$ cat config.mk
export PLATFORM = sky130hd
export DESIGN_NAME = car_relay_ctrl
export DESIGN_NICKNAME = d
export VERILOG_FILES = /design/src/common/car_pkg.sv /design/src/rtl/car_scale.sv /design/src/rtl/car_relay_ctrl.sv
export SDC_FILE = /design/constraint.sdc
export NUM_CORES = 1
export LEC_CHECK = 0
export BUFFER_PORTS_ARGS = -buffer_cell sky130_fd_sc_hd__buf_2
export CAP_MARGIN = 10
export CORE_ASPECT_RATIO = 0.75
export CORE_UTILIZATION = 55
export DETAILED_ROUTE_END_ITERATION = 10
export GPL_ROUTABILITY_DRIVEN = 0
export PLACE_DENSITY = 0.76
export SKIP_LAST_GASP = 1
export SYNTH_ARGS = -nofsm -noshare
export SYNTH_HDL_FRONTEND = slang
export SYNTH_HIERARCHICAL = 1
export SYNTH_SLANG_ARGS = --single-unit
$ cat constraint.sdc
create_clock -name clock -period 6.14 [get_ports clock]
set_input_delay 0.921 -clock clock [delete_from_list [all_inputs] [get_ports clock]]
set_output_delay 0.921 -clock clock [all_outputs]
set_load 0.05 [all_outputs]
$ cat src/common/car_pkg.sv
/*
 package for the concentration alarm relay block: widths, reset values,
 command codes and port structs. assumes one system clock and sync reset.
*/
package car_pkg;
    localparam int CONC_W = 16;
    localparam int SCALE_W = 8;
    localparam int NUM_GAS = 2;
    localparam int CMD_W = 4;
    // scaling factor is fixed point with this many fraction bits
    localparam int SCALE_FRAC = 4;
    localparam logic [SCALE_W-1:0] SCALE_ONE = 8'h10;
    localparam logic RELAY_RESET = 1'b0;
    localparam logic WARN_RESET = 1'b0;

    // remote command codes
    typedef enum logic [3:0] {
        CAR_CMD_NONE = 4'h0,
        CAR_CMD_DATA_REQ = 4'h1,
        CAR_CMD_CAL = 4'h2,
        CAR_CMD_DIAGNOSTIC = 4'h3,
        CAR_CMD_RESET = 4'h4,
        CAR_CMD_CLEAR_WARN = 4'h5
    } car_cmd_t;

    typedef struct packed {
        logic [CONC_W-1:0] level1;
        logic [CONC_W-1:0] level2;
        logic enable1;
        logic enable2;
    } car_gas_cfg_t;

    typedef struct packed {
        logic valid;
        car_cmd_t code;
    } car_cmd_req_t;

    typedef struct packed {
        logic health_relay;
        logic conc1_relay;
        logic conc2_relay;
        logic range_relay;
    } car_relays_t;
endpackage

$ cat src/rtl/car_scale.sv
/*
 dilution scaler: multiplies a value by a fixed point factor when enabled.
 assumes factor uses SCALE_FRAC fraction bits; result saturates.
*/
module car_scale #(
    parameter int W = car_pkg::CONC_W,
    parameter int SW = car_pkg::SCALE_W
) (
    input wire logic clock,
    input wire logic rst_n,
    input wire logic enable,
    input wire logic [SW-1:0] factor,
    input wire logic [W-1:0] raw,
    output logic [W-1:0] scaled
);
    import car_pkg::*;

    initial begin
        if (SW <= SCALE_FRAC) begin
            $error("scale width too small");
        end
    end

    typedef struct packed {
        logic [W-1:0] scaled;
    } car_scale_state_t;

    car_scale_state_t state;
    car_scale_state_t next_state;
    logic [W+SW-1:0] product;
    logic [W+SW-1:0] shifted;

    always_comb begin
        next_state = state;
        product = raw * factor;
        shifted = product >> SCALE_FRAC;
        // multiply by dilution factor
        if (!enable) begin
            next_state.scaled = raw;
        end else if (|shifted[W+SW-1:W]) begin
            next_state.scaled = {W{1'b1}};
        end else begin
            next_state.scaled = shifted[W-1:0];
        end
    end

    always_ff @(posedge clock) begin
        if (!rst_n) begin
            state <= '0;
        end else begin
            state <= next_state;
        end
    end

    assign scaled = state.scaled;

    a_scale_pass: assert property (@(posedge clock) disable iff (!rst_n)
        !enable |=> scaled == $past(raw))
        else $error("unscaled value not passed through");
endmodule

$ cat src/rtl/car_relay_ctrl.sv
/*
 concentration alarm relay control: four relay drives, latched front panel
 warnings, maintenance command gate and dilution scaling of results.
 assumes all inputs synchronous to clock; concentrations are unscaled.
*/
module car_relay_ctrl #(
    parameter int N_GAS = car_pkg::NUM_GAS
) (
    input wire logic clock,
    input wire logic rst_n,
    input wire logic instrument_ok,
    input wire logic [7:0] other_warnings,
    input wire logic diagnostic_mode,
    input wire logic [N_GAS*car_pkg::CONC_W-1:0] conc_raw,
    input wire logic conc_valid,
    input wire car_pkg::car_gas_cfg_t [N_GAS-1:0] gas_cfg,
    input wire logic auto_range,
    input wire logic high_range,
    input wire logic [car_pkg::CONC_W-1:0] range_raw,
    input wire logic dilution_enable,
    input wire logic [car_pkg::SCALE_W-1:0] dilution_factor,
    input wire logic warning_clear_key,
    input wire logic maintenance_switch,
    input wire car_pkg::car_cmd_req_t remote_command_port,
    output car_pkg::car_relays_t relays,
    output logic health_nc_closed,
    output logic [2*N_GAS-1:0] conc_warning,
    output logic [N_GAS*car_pkg::CONC_W-1:0] conc_report,
    output logic [car_pkg::CONC_W-1:0] range_report,
    output car_pkg::car_cmd_req_t command_out,
    output logic data_request,
    output logic command_dropped
);
    import car_pkg::*;

    initial begin
        if (N_GAS < 1 || N_GAS > 8) begin
            $error("gas count out of range");
        end
        if (SCALE_FRAC >= SCALE_W) begin
            $error("dilution factor has no integer bits");
        end
    end

    typedef struct packed {
        car_relays_t relays;
        logic health_nc_closed;
        logic [2*N_GAS-1:0] warn;
        car_cmd_req_t cmd;
        logic data_request;
        logic command_dropped;
    } car_state_t;

    car_state_t state;
    car_state_t next_state;
    logic [N_GAS*CONC_W-1:0] conc_scaled;
    logic [2*N_GAS-1:0] above;
    logic any_warning;
    logic alters_state;
    logic clear_cmd;
    logic clear_now;
    logic [N_GAS-1:0] lvl1_seen;
    logic [N_GAS-1:0] lvl2_seen;
    logic [2*N_GAS-1:0] lvl_off;

    // per gas scaling and level comparison
    genvar g;
    generate
        for (g = 0; g < N_GAS; g++) begin : gen_gas
            car_scale u_scale (
                .clock(clock),
                .rst_n(rst_n),
                .enable(dilution_enable),
                .factor(dilution_factor),
                .raw(conc_raw[g*CONC_W +: CONC_W]),
                .scaled(conc_scaled[g*CONC_W +: CONC_W])
            );
            // each gas has two levels, each disableable
            assign above[2*g] = gas_cfg[g].enable1 &&
                (conc_scaled[g*CONC_W +: CONC_W] > gas_cfg[g].level1);
            assign above[2*g+1] = gas_cfg[g].enable2 &&
                (conc_scaled[g*CONC_W +: CONC_W] > gas_cfg[g].level2);
            // level sums and disabled levels watched by the checks below
            assign lvl1_seen[g] = above[2*g];
            assign lvl2_seen[g] = above[2*g+1];
            assign lvl_off[2*g] = !gas_cfg[g].enable1;
            assign lvl_off[2*g+1] = !gas_cfg[g].enable2;
        end
    endgenerate

    car_scale u_range_scale (
        .clock(clock),
        .rst_n(rst_n),
        .enable(dilution_enable),
        .factor(dilution_factor),
        .raw(range_raw),
        .scaled(range_report)
    );

    assign conc_report = conc_scaled;

    // remote command decoding
    always_comb begin
        alters_state = 1'b0;
        clear_cmd = 1'b0;
        case (remote_command_port.code)
            CAR_CMD_CAL, CAR_CMD_DIAGNOSTIC, CAR_CMD_RESET: begin
                alters_state = 1'b1;
            end
            CAR_CMD_CLEAR_WARN: begin
                clear_cmd = 1'b1;
            end
            default: begin
                alters_state = 1'b0;
            end
        endcase
    end

    assign clear_now = warning_clear_key || (remote_command_port.valid && clear_cmd);
    assign any_warning = (|state.warn) || (|other_warnings);

    always_comb begin
        logic [N_GAS-1:0] lvl1;
        logic [N_GAS-1:0] lvl2;
        lvl1 = '0;
        lvl2 = '0;
        next_state = state;
        for (int i = 0; i < N_GAS; i++) begin
            lvl1[i] = above[2*i];
            lvl2[i] = above[2*i+1];
        end
        // level one of all gases ORed onto relay one
        next_state.relays.conc1_relay = conc_valid ? (|lvl1) : state.relays.conc1_relay;
        // second set point, same non-latching behaviour
        next_state.relays.conc2_relay = conc_valid ? (|lvl2) : state.relays.conc2_relay;
        // latched warnings, a new event wins over clear
        if (clear_now) begin
            next_state.warn = '0;
        end
        if (conc_valid) begin
            next_state.warn = next_state.warn | above;
        end
        // health relay
        next_state.relays.health_relay = instrument_ok && !any_warning && !diagnostic_mode;
        // inverted contact: nc path closed when de-energized
        next_state.health_nc_closed = !next_state.relays.health_relay;
        // range bit relay
        next_state.relays.range_relay = auto_range && high_range;
        // maintenance gate
        next_state.cmd = '0;
        next_state.data_request = 1'b0;
        next_state.command_dropped = 1'b0;
        if (remote_command_port.valid) begin
            if (maintenance_switch && alters_state) begin
                next_state.command_dropped = 1'b1;
            end else if (remote_command_port.code == CAR_CMD_DATA_REQ) begin
                next_state.data_request = 1'b1;
            end else begin
                next_state.cmd = remote_command_port;
            end
        end
    end

    // all relays from flip-flops
    always_ff @(posedge clock) begin
        if (!rst_n) begin
            state.relays <= '{RELAY_RESET, RELAY_RESET, RELAY_RESET, RELAY_RESET};
            state.health_nc_closed <= 1'b1;
            state.warn <= {2*N_GAS{WARN_RESET}};
            state.cmd <= '0;
            state.data_request <= 1'b0;
            state.command_dropped <= 1'b0;
        end else begin
            state <= next_state;
        end
    end

    assign relays = state.relays;
    assign health_nc_closed = state.health_nc_closed;
    assign conc_warning = state.warn;
    assign command_out = state.cmd;
    assign data_request = state.data_request;
    assign command_dropped = state.command_dropped;

    a_health_drop: assert property (@(posedge clock) disable iff (!rst_n)
        (diagnostic_mode || !instrument_ok || (|other_warnings)) |=> !relays.health_relay)
        else $error("health relay held during fault");

    a_health_on: assert property (@(posedge clock) disable iff (!rst_n)
        (instrument_ok && !diagnostic_mode && !(|other_warnings) && !(|conc_warning))
        |=> relays.health_relay)
        else $error("health relay not energized");

    a_health_warn: assert property (@(posedge clock) disable iff (!rst_n)
        (|conc_warning) |=> !relays.health_relay)
        else $error("health relay held with latched warning");

    a_ok_contact: assert property (@(posedge clock) disable iff (!rst_n)
        !instrument_ok |=> health_nc_closed)
        else $error("contact path open while not ok");

    a_health_inv: assert property (@(posedge clock) disable iff (!rst_n)
        health_nc_closed == !relays.health_relay)
        else $error("health contact sense wrong");

    a_diagnostic_mode_contact: assert property (@(posedge clock) disable iff (!rst_n)
        diagnostic_mode |=> health_nc_closed)
        else $error("contact path open in diagnostic mode");

    a_conc1_follow: assert property (@(posedge clock) disable iff (!rst_n)
        conc_valid |=> relays.conc1_relay == $past(|lvl1_seen))
        else $error("conc relay one mismatch");

    a_conc2_follow: assert property (@(posedge clock) disable iff (!rst_n)
        conc_valid |=> relays.conc2_relay == $past(|lvl2_seen))
        else $error("conc relay two mismatch");

    a_conc_hold: assert property (@(posedge clock) disable iff (!rst_n)
        !conc_valid |=> $stable(relays.conc1_relay) && $stable(relays.conc2_relay))
        else $error("conc relay moved without fresh result");

    a_warn_set: assert property (@(posedge clock) disable iff (!rst_n)
        conc_valid |=> (conc_warning & $past(above)) == $past(above))
        else $error("warning not set by alarm");

    a_warn_latch: assert property (@(posedge clock) disable iff (!rst_n)
        (conc_warning[0] && !clear_now) |=> conc_warning[0])
        else $error("warning lost without clear");

    a_warn_hold: assert property (@(posedge clock) disable iff (!rst_n)
        !clear_now |=> (conc_warning & $past(conc_warning)) == $past(conc_warning))
        else $error("latched warning dropped without clear");

    a_warn_clear: assert property (@(posedge clock) disable iff (!rst_n)
        (clear_now && !conc_valid) |=> conc_warning == '0)
        else $error("warning not cleared");

    a_disabled_lvl: assert property (@(posedge clock) disable iff (!rst_n)
        (!gas_cfg[0].enable1 && !(conc_warning[0])) |=> !conc_warning[0]
        || $past(gas_cfg[0].enable1) != gas_cfg[0].enable1)
        else $error("disabled level set warning");

    a_disabled_src: assert property (@(posedge clock) disable iff (!rst_n)
        (above & lvl_off) == '0)
        else $error("disabled level compared as alarm");

    a_range_relay: assert property (@(posedge clock) disable iff (!rst_n)
        (auto_range && high_range) |=> relays.range_relay)
        else $error("range relay not energized");

    a_range_off: assert property (@(posedge clock) disable iff (!rst_n)
        !(auto_range && high_range) |=> !relays.range_relay)
        else $error("range relay on outside auto high range");

    a_conc_report: assert property (@(posedge clock) disable iff (!rst_n)
        !dilution_enable |=> conc_report == $past(conc_raw))
        else $error("unscaled concentration not reported");

    a_range_report: assert property (@(posedge clock) disable iff (!rst_n)
        !dilution_enable |=> range_report == $past(range_raw))
        else $error("unscaled range not reported");

    a_maint_gate: assert property (@(posedge clock) disable iff (!rst_n)
        (maintenance_switch && remote_command_port.valid && alters_state)
        |=> command_dropped && !command_out.valid)
        else $error("state command passed in maintenance");

    a_cmd_pass: assert property (@(posedge clock) disable iff (!rst_n)
        (remote_command_port.valid && !maintenance_switch
        && remote_command_port.code != CAR_CMD_DATA_REQ)
        |=> command_out == $past(remote_command_port))
        else $error("accepted command not passed on");

    a_cmd_idle: assert property (@(posedge clock) disable iff (!rst_n)
        !remote_command_port.valid |=> !command_out.valid && !data_request && !command_dropped)
        else $error("command pulse without request");

    a_drop_only: assert property (@(posedge clock) disable iff (!rst_n)
        command_dropped |-> $past(maintenance_switch))
        else $error("command dropped outside maintenance");

    a_maint_data: assert property (@(posedge clock) disable iff (!rst_n)
        (remote_command_port.valid && remote_command_port.code == CAR_CMD_DATA_REQ)
        |=> data_request && !command_dropped)
        else $error("data request not answered");

    a_data_only: assert property (@(posedge clock) disable iff (!rst_n)
        data_request |-> $past(remote_command_port.valid)
        && $past(remote_command_port.code) == CAR_CMD_DATA_REQ)
        else $error("data request without request");

    c_conc1: cover property (@(posedge clock) disable iff (!rst_n) relays.conc1_relay);
    c_conc2: cover property (@(posedge clock) disable iff (!rst_n) relays.conc2_relay);
    c_drop: cover property (@(posedge clock) disable iff (!rst_n) command_dropped);
    c_range: cover property (@(posedge clock) disable iff (!rst_n) relays.range_relay);
    c_clear: cover property (@(posedge clock) disable iff (!rst_n)
        conc_warning[0] ##1 !conc_warning[0]);
endmodule

==> metrics.log, run 1 <==
INFO  metric cts-buffers-inserted = 9
INFO  metric drc = 0
INFO  metric antenna_found_initial = 4
INFO  metric drt_pre_antenna_iters = 7
INFO  metric first_global_vias = 14759
INFO  metric period_minus_ws_final = 5.798 ns
INFO  metric max-slew-margin-rel = 33.42%
INFO  metric critical_path.slowest_cell = sky130_fd_sc_hd__fa_1
INFO  metric critical_path.startpoint_type = input port
INFO  metric synth.lib_cells_used.distinct = 88
INFO  metric transition_time_at_the_pin_with_the_least_slew_margin = 0.9988 ns
INFO  metric rsz0062_at_grt = false
INFO  metric period_share = 94.43%
INFO  metric vias = 14015
INFO  metric ys_seq_area_share = 7.750%
INFO  metric pin_count_of_the_biggest_net_entering_global_routing = 56
INFO  metric outcome = completed
INFO  metric antenna_violating_nets_post_route = 0
INFO  metric required = 6.33 ns
INFO  metric hold_viol = 0
INFO  metric holdCritStartpoint = conc_warning[1]$_SDFF_PN0_
INFO  metric report.final.slew_viol_count = 0
INFO  metric post_cts_buffers = 0
INFO  metric port_buffers = 210
INFO  metric clk_transition_reported_paths = 0.06 ns
INFO  metric dp_hpwl = 33540 µm
INFO  metric io_pins = 211
INFO  metric timing.hold.worst.class = reg2reg
INFO  metric final_layout_size_suffix_gt1_share = 15.98%
INFO  metric grt_first_pass_wirelength = 72530 µm
INFO  metric maxCapViolations = 0
INFO  metric clock-sinks = 64
INFO  metric drt_wl_total = 42470 µm
INFO  metric layout_common_cells = sky130_fd_sc_hd__and2_1 (338), sky130_fd_sc_hd__inv_1 (334), sky130_fd_sc_hd__fa_1 (252), sky130_fd_sc_hd__buf_2 (210), sky130_fd_sc_hd__ha_1 (187)
INFO  metric grtUsageTotal = 28.92%
INFO  metric effective_utilization_at_floorplan = 56.38%
INFO  metric timing.critical_path.arrival = 5.99 ns
INFO  metric synth.net_count = 2460
INFO  metric std_cell_rows = 54
INFO  metric detail_route.iter0.violations = 986
INFO  metric ys_warn_count = 6
INFO  metric timing.hold.worst_path_depth = 2
INFO  metric critical_path.cell_chain = buf_2 > buf_4 > and2_1 > fa_1 > fa_1 > fa_1 > inv_1 > fa_1 > inv_1 > ha_1 > nand2_1 > nor4_2 > nand2_1 > a21o_1 > a31o_2 > a32oi_4 > buf_12 > a41oi_1
INFO  metric total_leakage_power = 9.398 nW
INFO  metric worst-r2r-cell-count = 6
INFO  metric core_area = 29320 µm²
INFO  metric whs_endpoint = conc_warning[1]$_SDFF_PN0_
INFO  metric clk-insertion-delay-late = 0.35 ns
INFO  metric reg2reg_setup_slack = 3.97 ns
INFO  metric critical_path_peak_fanout = 25
INFO  metric synthesis.area_per_instance = 8.822 µm²
INFO  metric most_used_flip_flop_cell_after_synthesis = sky130_fd_sc_hd__dfxtp_1
INFO  metric cpMostUsedCell = sky130_fd_sc_hd__fa_1
INFO  metric flow.area_growth_from_synthesis = 11.78%
INFO  metric number_of_enable_type_register_cells_in_the_synthesized_netlist = 0
INFO  metric synth-async-reset-ratio = 0%
INFO  metric number_of_buffers_inserted_by_hold_repair_at_cts = 0
INFO  metric crit_path_max_incr_delay = 0.51 ns
INFO  metric finalSetupTns = 0 ns
INFO  metric finalSetupViolations = 0
INFO  metric p_per_area = 373.5 nW/µm²
INFO  metric globalRoute.totalOverflow = 0
INFO  metric cts-root-to-sink-buffers = 2
INFO  metric timing_worst_setup_path_type = in2reg
INFO  metric post_synth_instance_area = 16530 µm²
INFO  metric post_cts_resized = 0
INFO  metric max_clock_freq = 172.5 MHz
INFO  metric die_width = 202.2 µm
INFO  metric worstReg2RegEnd = relays[2]$_SDFFE_PN0P_
INFO  metric clock_tree.root_cell = sky130_fd_sc_hd__clkbuf_16
INFO  metric finalClockSkew = 0.006238 ns
INFO  metric vdd.ir_drop.worst = 0.0002298 V
INFO  metric die_area = 30760 µm²
INFO  metric htree_depth = 3
INFO  metric final.hold.worst_slack = 0.4757 ns
INFO  metric layout.cells.most_common = sky130_fd_sc_hd__and2_1
INFO  metric chipHeight = 152.1 µm
INFO  metric worst_reg2reg_path_startpoint = gen_gas[0].u_scale/scaled[14]$_SDFF_PN0_
INFO  metric route.detailed.wl_per_inst = 17.18 µm
INFO  metric post_drt_via_cell_ratio = 5.669
INFO  metric postSynthCellCount = 1874
INFO  metric element_type_at_the_critical_path_end = flip-flop
INFO  metric finalNetCount = 2658
INFO  metric number_of_synthesized_register_bits = 64
INFO  metric cts_tree = yes
state kept, by name, summed over array words and instances, names as in the netlist:
signal,count
data_request,1
gen_gas.u_scale/scaled,32
relays,4
conc_warning,4
health_nc_closed,1
command_out,5
command_dropped,1
u_range_scale/scaled,16
synthesized netlist by cell type (8+ instances only):
cell / count / area (µm²)
sky130_fd_sc_hd__a21o_1: 18 / 135.1
sky130_fd_sc_hd__a21oi_1: 94 / 470.5
sky130_fd_sc_hd__a21oi_2: 15 / 131.4
sky130_fd_sc_hd__a31oi_1: 9 / 56.30
sky130_fd_sc_hd__a41oi_2: 10 / 162.7
sky130_fd_sc_hd__and2_1: 338 / 2115
sky130_fd_sc_hd__and3_1: 11 / 68.82
sky130_fd_sc_hd__clkbuf_1: 36 / 135.1
sky130_fd_sc_hd__dfxtp_1: 64 / 1281
sky130_fd_sc_hd__fa_1: 252 / 5045
sky130_fd_sc_hd__ha_1: 187 / 2340
sky130_fd_sc_hd__inv_1: 334 / 1254
sky130_fd_sc_hd__nand2_1: 106 / 397.9
sky130_fd_sc_hd__nand2b_1: 8 / 50.05
sky130_fd_sc_hd__nand3_1: 17 / 85.08
sky130_fd_sc_hd__nand4_1: 25 / 156.4
sky130_fd_sc_hd__nor2_1: 36 / 135.1
sky130_fd_sc_hd__nor2b_1: 11 / 68.82
sky130_fd_sc_hd__nor3_1: 9 / 45.04
sky130_fd_sc_hd__nor4_1: 10 / 62.56
sky130_fd_sc_hd__o211ai_1: 9 / 67.56
sky130_fd_sc_hd__o21a_1: 15 / 112.6
sky130_fd_sc_hd__o21ai_0: 61 / 305.3
sky130_fd_sc_hd__o221a_2: 16 / 180.2
sky130_fd_sc_hd__xnor2_1: 23 / 201.4
sky130_fd_sc_hd__xor2_1: 27 / 236.5
final cells by class:
class                   count  area (µm²)
multi-input cells        1423       13720
fillers                  2500       10840
repair buffers            240        1376
flip-flops and latches     64        1281
inverters                 334        1254
well taps                 392       490.5
clock buffers               9       225.2
clock inverters             7       125.1
diodes                      3       7.507
worst max-delay path, delay by kind of cell:
family                   cells  cell delay, ns
AND/OR/NAND/NOR              4            0.86
AO/OA/AOI/OAI                4            0.77
adder cells (fa/ha/maj)      5            2.38
buffers and inverters        5            1.04
routing by layer:
layer  global-route usage, %  vias up  share of wire, %
li1                        -     6508                 -
met1                   39.40     7015                45
met2                   48.57      424                48
met3                   3.443       66               5.2
met4                   8.163        2               1.9
met5                       0        -             0.031
worst max-delay path by stage:
stage,startpoint,to,slack (ns),depth (start not counted)
finish,dilution_factor[2],u_range_scale/scaled[11]$_SDFF_PN0_,0.34,18
global route,dilution_factor[2],gen_gas[0].u_scale/scaled[6]$_SDFF_PN0_,0.04,19
CTS,dilution_factor[2],gen_gas[0].u_scale/scaled[1]$_SDFF_PN0_,0.41,19
detailed placement,dilution_factor[2],gen_gas[0].u_scale/scaled[1]$_SDFF_PN0_,0.06,19
global placement,dilution_factor[2],u_range_scale/scaled[11]$_SDFF_PN0_,0.20,18
floorplan,dilution_factor[7],gen_gas[0].u_scale/scaled[10]$_SDFF_PN0_,0.55,18
kinds of logic (layout without fill, tap and decap cells):
family / Yosys count / in the layout / synth area share [%]
AOI/OAI and AO/OA: 330 / 330 / 14.52
other: 0 / 3 / 0
DFF: 64 / 64 / 7.750
buffers and inverters: 387 / 590 / 9.264
and+or+nand+nor: 599 / 599 / 20.81
xor gates and xnor gates: 50 / 50 / 2.649
adders and majority gates: 439 / 439 / 44.67
muxes: 5 / 5 / 0.3330
power by group:
group,switching [W],internal [W]
registers,0.0000580,0.000488
logic,0.00348,0.00223
clock network,0.000238,0.000403
total,0.00378,0.00312
metrics by stage:
step / cell area [µm²] / std cells / setup WS [ns] / power (W) / util [%]
after floorplan: 16530 / 1874 / 0.5550 / 0.004985 / -
after global placement: 18120 / 2453 / 0.1976 / 0.006053 / 61.80
after detailed placement: 18120 / 2453 / 0.05584 / 0.006152 / 61.80
after CTS: 18470 / 2469 / 0.4127 / 0.006844 / 62.99
after global routing: 18480 / 2472 / 0.04058 / 0.007589 / 63.02
final: 18480 / 2472 / 0.3419 / 0.006901 / 63.02
No activity file was read; power rests on OpenSTA's default activity.
==> run 2: changes to the inputs <==
MAX_ROUTING_LAYER = met4   (was unset)
==> run 2 against run 1 <==
Flip-flop and latch count is the same. Sequential share of layout area is essentially flat. First-iteration DRC count increased by 5.7%. Register-to-register slack about the same. Clock skew shrank 0.0011 ns. Final area about the same. Die area unchanged. Combinational power is essentially flat. Critical endpoint is now gen_gas[0].u_scale/scaled[1]$_SDFF_PN0_. Largest cell class unchanged.
==> metrics.log, run 2 (synthesized netlist as in run 1, its figures left out) <==
INFO  metric vias = 14026
INFO  metric element_type_at_the_critical_path_end = flip-flop
INFO  metric vdd.ir_drop.worst = 0.0002306 V
INFO  metric crit_path_max_incr_delay = 0.54 ns
INFO  metric clock-sinks = 64
INFO  metric critical_path.cell_chain = buf_2 > buf_4 > and2_1 > fa_1 > fa_1 > fa_1 > inv_1 > fa_1 > inv_1 > ha_1 > a21oi_1 > o21a_1 > o221ai_1 > a21o_1 > a2111oi_2 > a41oi_1 > nand4_2 > buf_4 > o221a_2
INFO  metric total_leakage_power = 9.398 nW
INFO  metric route.detailed.wl_per_inst = 17.18 µm
INFO  metric postLayoutCellArea = 18480 µm²
INFO  metric layout_common_cells = sky130_fd_sc_hd__and2_1 (338), sky130_fd_sc_hd__inv_1 (334), sky130_fd_sc_hd__fa_1 (252), sky130_fd_sc_hd__buf_2 (210), sky130_fd_sc_hd__ha_1 (187)
INFO  metric power.combinational.fraction = 82.8%
INFO  metric critical_path.slowest_cell = sky130_fd_sc_hd__fa_1
INFO  metric port_buffers = 210
INFO  metric maxCapViolations = 0
INFO  metric rsz0062_at_grt = false
INFO  metric pwr-share-clk = 9.3%
INFO  metric power.switching = 0.003780 W
INFO  metric io_pins = 211
INFO  metric layout.cells.most_common = sky130_fd_sc_hd__and2_1
INFO  metric report.final.slew_viol_count = 0
INFO  metric critical_path.startpoint_type = input port
INFO  metric globalRoute.totalOverflow = 0
INFO  metric required = 6.43 ns
INFO  metric internal_power = 0.003119 W
INFO  metric timing.critical_path.arrival = 6.07 ns
INFO  metric critical_path_peak_fanout = 25
INFO  metric layout.filler_cells = 2499
INFO  metric outcome = completed
INFO  metric netSwitchingFraction = 54.79%
INFO  metric finalClockSkew = 0.005167 ns
INFO  metric dp_hpwl = 33540 µm
INFO  metric chipHeight = 152.1 µm
INFO  metric post_cts_buffers = 0
INFO  metric grtUsageTotal = 29.85%
INFO  metric first_global_vias = 14742
INFO  metric timing_worst_setup_path_type = in2reg
INFO  metric clk-insertion-delay-late = 0.35 ns
INFO  metric postPlaceCellArea = 18120 µm²
INFO  metric effective_utilization_at_floorplan = 56.38%
INFO  metric flow.area_growth_from_synthesis = 11.79%
INFO  metric core_area = 29320 µm²
INFO  metric clk_transition_reported_paths = 0.06 ns
INFO  metric drc = 0
INFO  metric post_drt_via_cell_ratio = 5.672
INFO  metric largest_register_ffs = 32
INFO  metric finalNetCount = 2658
INFO  metric antenna_found_initial = 4
INFO  metric timing.hold.worst.class = reg2reg
INFO  metric finalSetupTns = 0 ns
INFO  metric period_minus_ws_final = 5.782 ns
INFO  metric cts-root-to-sink-buffers = 2
INFO  metric antenna_violating_nets_post_route = 0
INFO  metric post_cts_resized = 0
INFO  metric number_of_buffers_inserted_by_hold_repair_at_cts = 0
INFO  metric pin_count_of_the_biggest_net_entering_global_routing = 56
INFO  metric max_clock_freq = 173.0 MHz
INFO  metric period_share = 94.16%
INFO  metric cpMostUsedCell = sky130_fd_sc_hd__fa_1
INFO  metric die_area = 30760 µm²
INFO  metric drt_pre_antenna_iters = 8
INFO  metric detail_route.iter0.violations = 1042
INFO  metric max-slew-margin-rel = 32.03%
INFO  metric cts-buffers-inserted = 9
INFO  metric hold_viol = 0
INFO  metric grt_first_pass_wirelength = 72580 µm
INFO  metric p_per_area = 373.3 nW/µm²
INFO  metric clock_tree.root_cell = sky130_fd_sc_hd__clkbuf_16
INFO  metric std_cell_rows = 54
INFO  metric die_width = 202.2 µm
INFO  metric cts_tree = yes
INFO  metric final_layout_size_suffix_gt1_share = 15.98%
INFO  metric finalSetupViolations = 0
INFO  metric power_frac_seq = 7.9%
INFO  metric htree_depth = 3
INFO  metric transition_time_at_the_pin_with_the_least_slew_margin = 1.020 ns
INFO  metric drt_wl_total = 42490 µm
==> run 2: cell types whose count changed in the layout (fill, tap and decap cells not counted), sizes merged <==
cell,change
diode,+1
==> run 2: layer usage <==
layer / vias to the layer above / track usage [%] / share of wire, %
met5: - / - / 0
met4: 0 / 8.127 / 1.9
met3: 66 / 3.400 / 5.7
met2: 471 / 48.65 / 48
met1: 6977 / 39.47 / 44
li1: 6512 / - / -
==> run 2: critical path, delay by kind of cell <==
family	cells	cell delay [ns]
AO/OA/AOI/OAI	7	1.45
buffers and inverters	5	1.06
adder cells (fa/ha/maj)	5	2.34
AND/OR/NAND/NOR	2	0.27
==> run 2: worst paths after layout <==
kind                                       startpoint                                 endpoint  slack (ns)  depth (start not counted)
min reg2reg                conc_warning[1]$_SDFF_PN0_               conc_warning[1]$_SDFF_PN0_        0.48                          2
max reg2reg  gen_gas[0].u_scale/scaled[14]$_SDFF_PN0_                   relays[2]$_SDFFE_PN0P_        3.97                          6
min                        conc_warning[1]$_SDFF_PN0_               conc_warning[1]$_SDFF_PN0_        0.48                          2
max                                dilution_factor[2]  gen_gas[0].u_scale/scaled[1]$_SDFF_PN0_        0.36                         19
==> run 2: power by group through the flow <==
stage	registers [W]	logic, W	clock network, W
finish	0.000546	0.00571	0.000642
global route	0.000555	0.00637	0.000665
CTS	0.000545	0.00565	0.000646
detailed placement	0.000552	0.00560	0
global placement	0.000554	0.00550	0
floorplan	0.000786	0.00420	0
==> run 2: layout make-up <==
class                           count  area, µm²  area share, %
Inverter                          334       1254          6.784
Antenna cell                        4      10.01        0.05416
Tap cell                          392      490.5          2.654
Timing Repair Buffer              240       1376          7.447
Clock inverter                      7      125.1         0.6770
Multi-Input combinational cell   1423      13720          74.23
Clock buffer                        9      225.2          1.219
Sequential cell                    64       1281          6.933
==> run 2: metrics by stage <==
| step | power [W] | cells | hold slack, ns | util (%) | worst slack [ns] |
|---|---|---|---|---|---|
| finish | 0.006899 | 2473 | 0.4756 | 63.03 | 0.3583 |
| global route | 0.007590 | 2473 | 0.4958 | 63.03 | 0.04381 |
| CTS | 0.006844 | 2469 | 0.4769 | 62.99 | 0.4127 |
| detailed placement | 0.006152 | 2453 | 0.4683 | 61.80 | 0.05584 |
| global placement | 0.006053 | 2453 | 0.4604 | 61.80 | 0.1976 |
| floorplan | 0.004985 | 1874 | 0.6812 | - | 0.5550 |
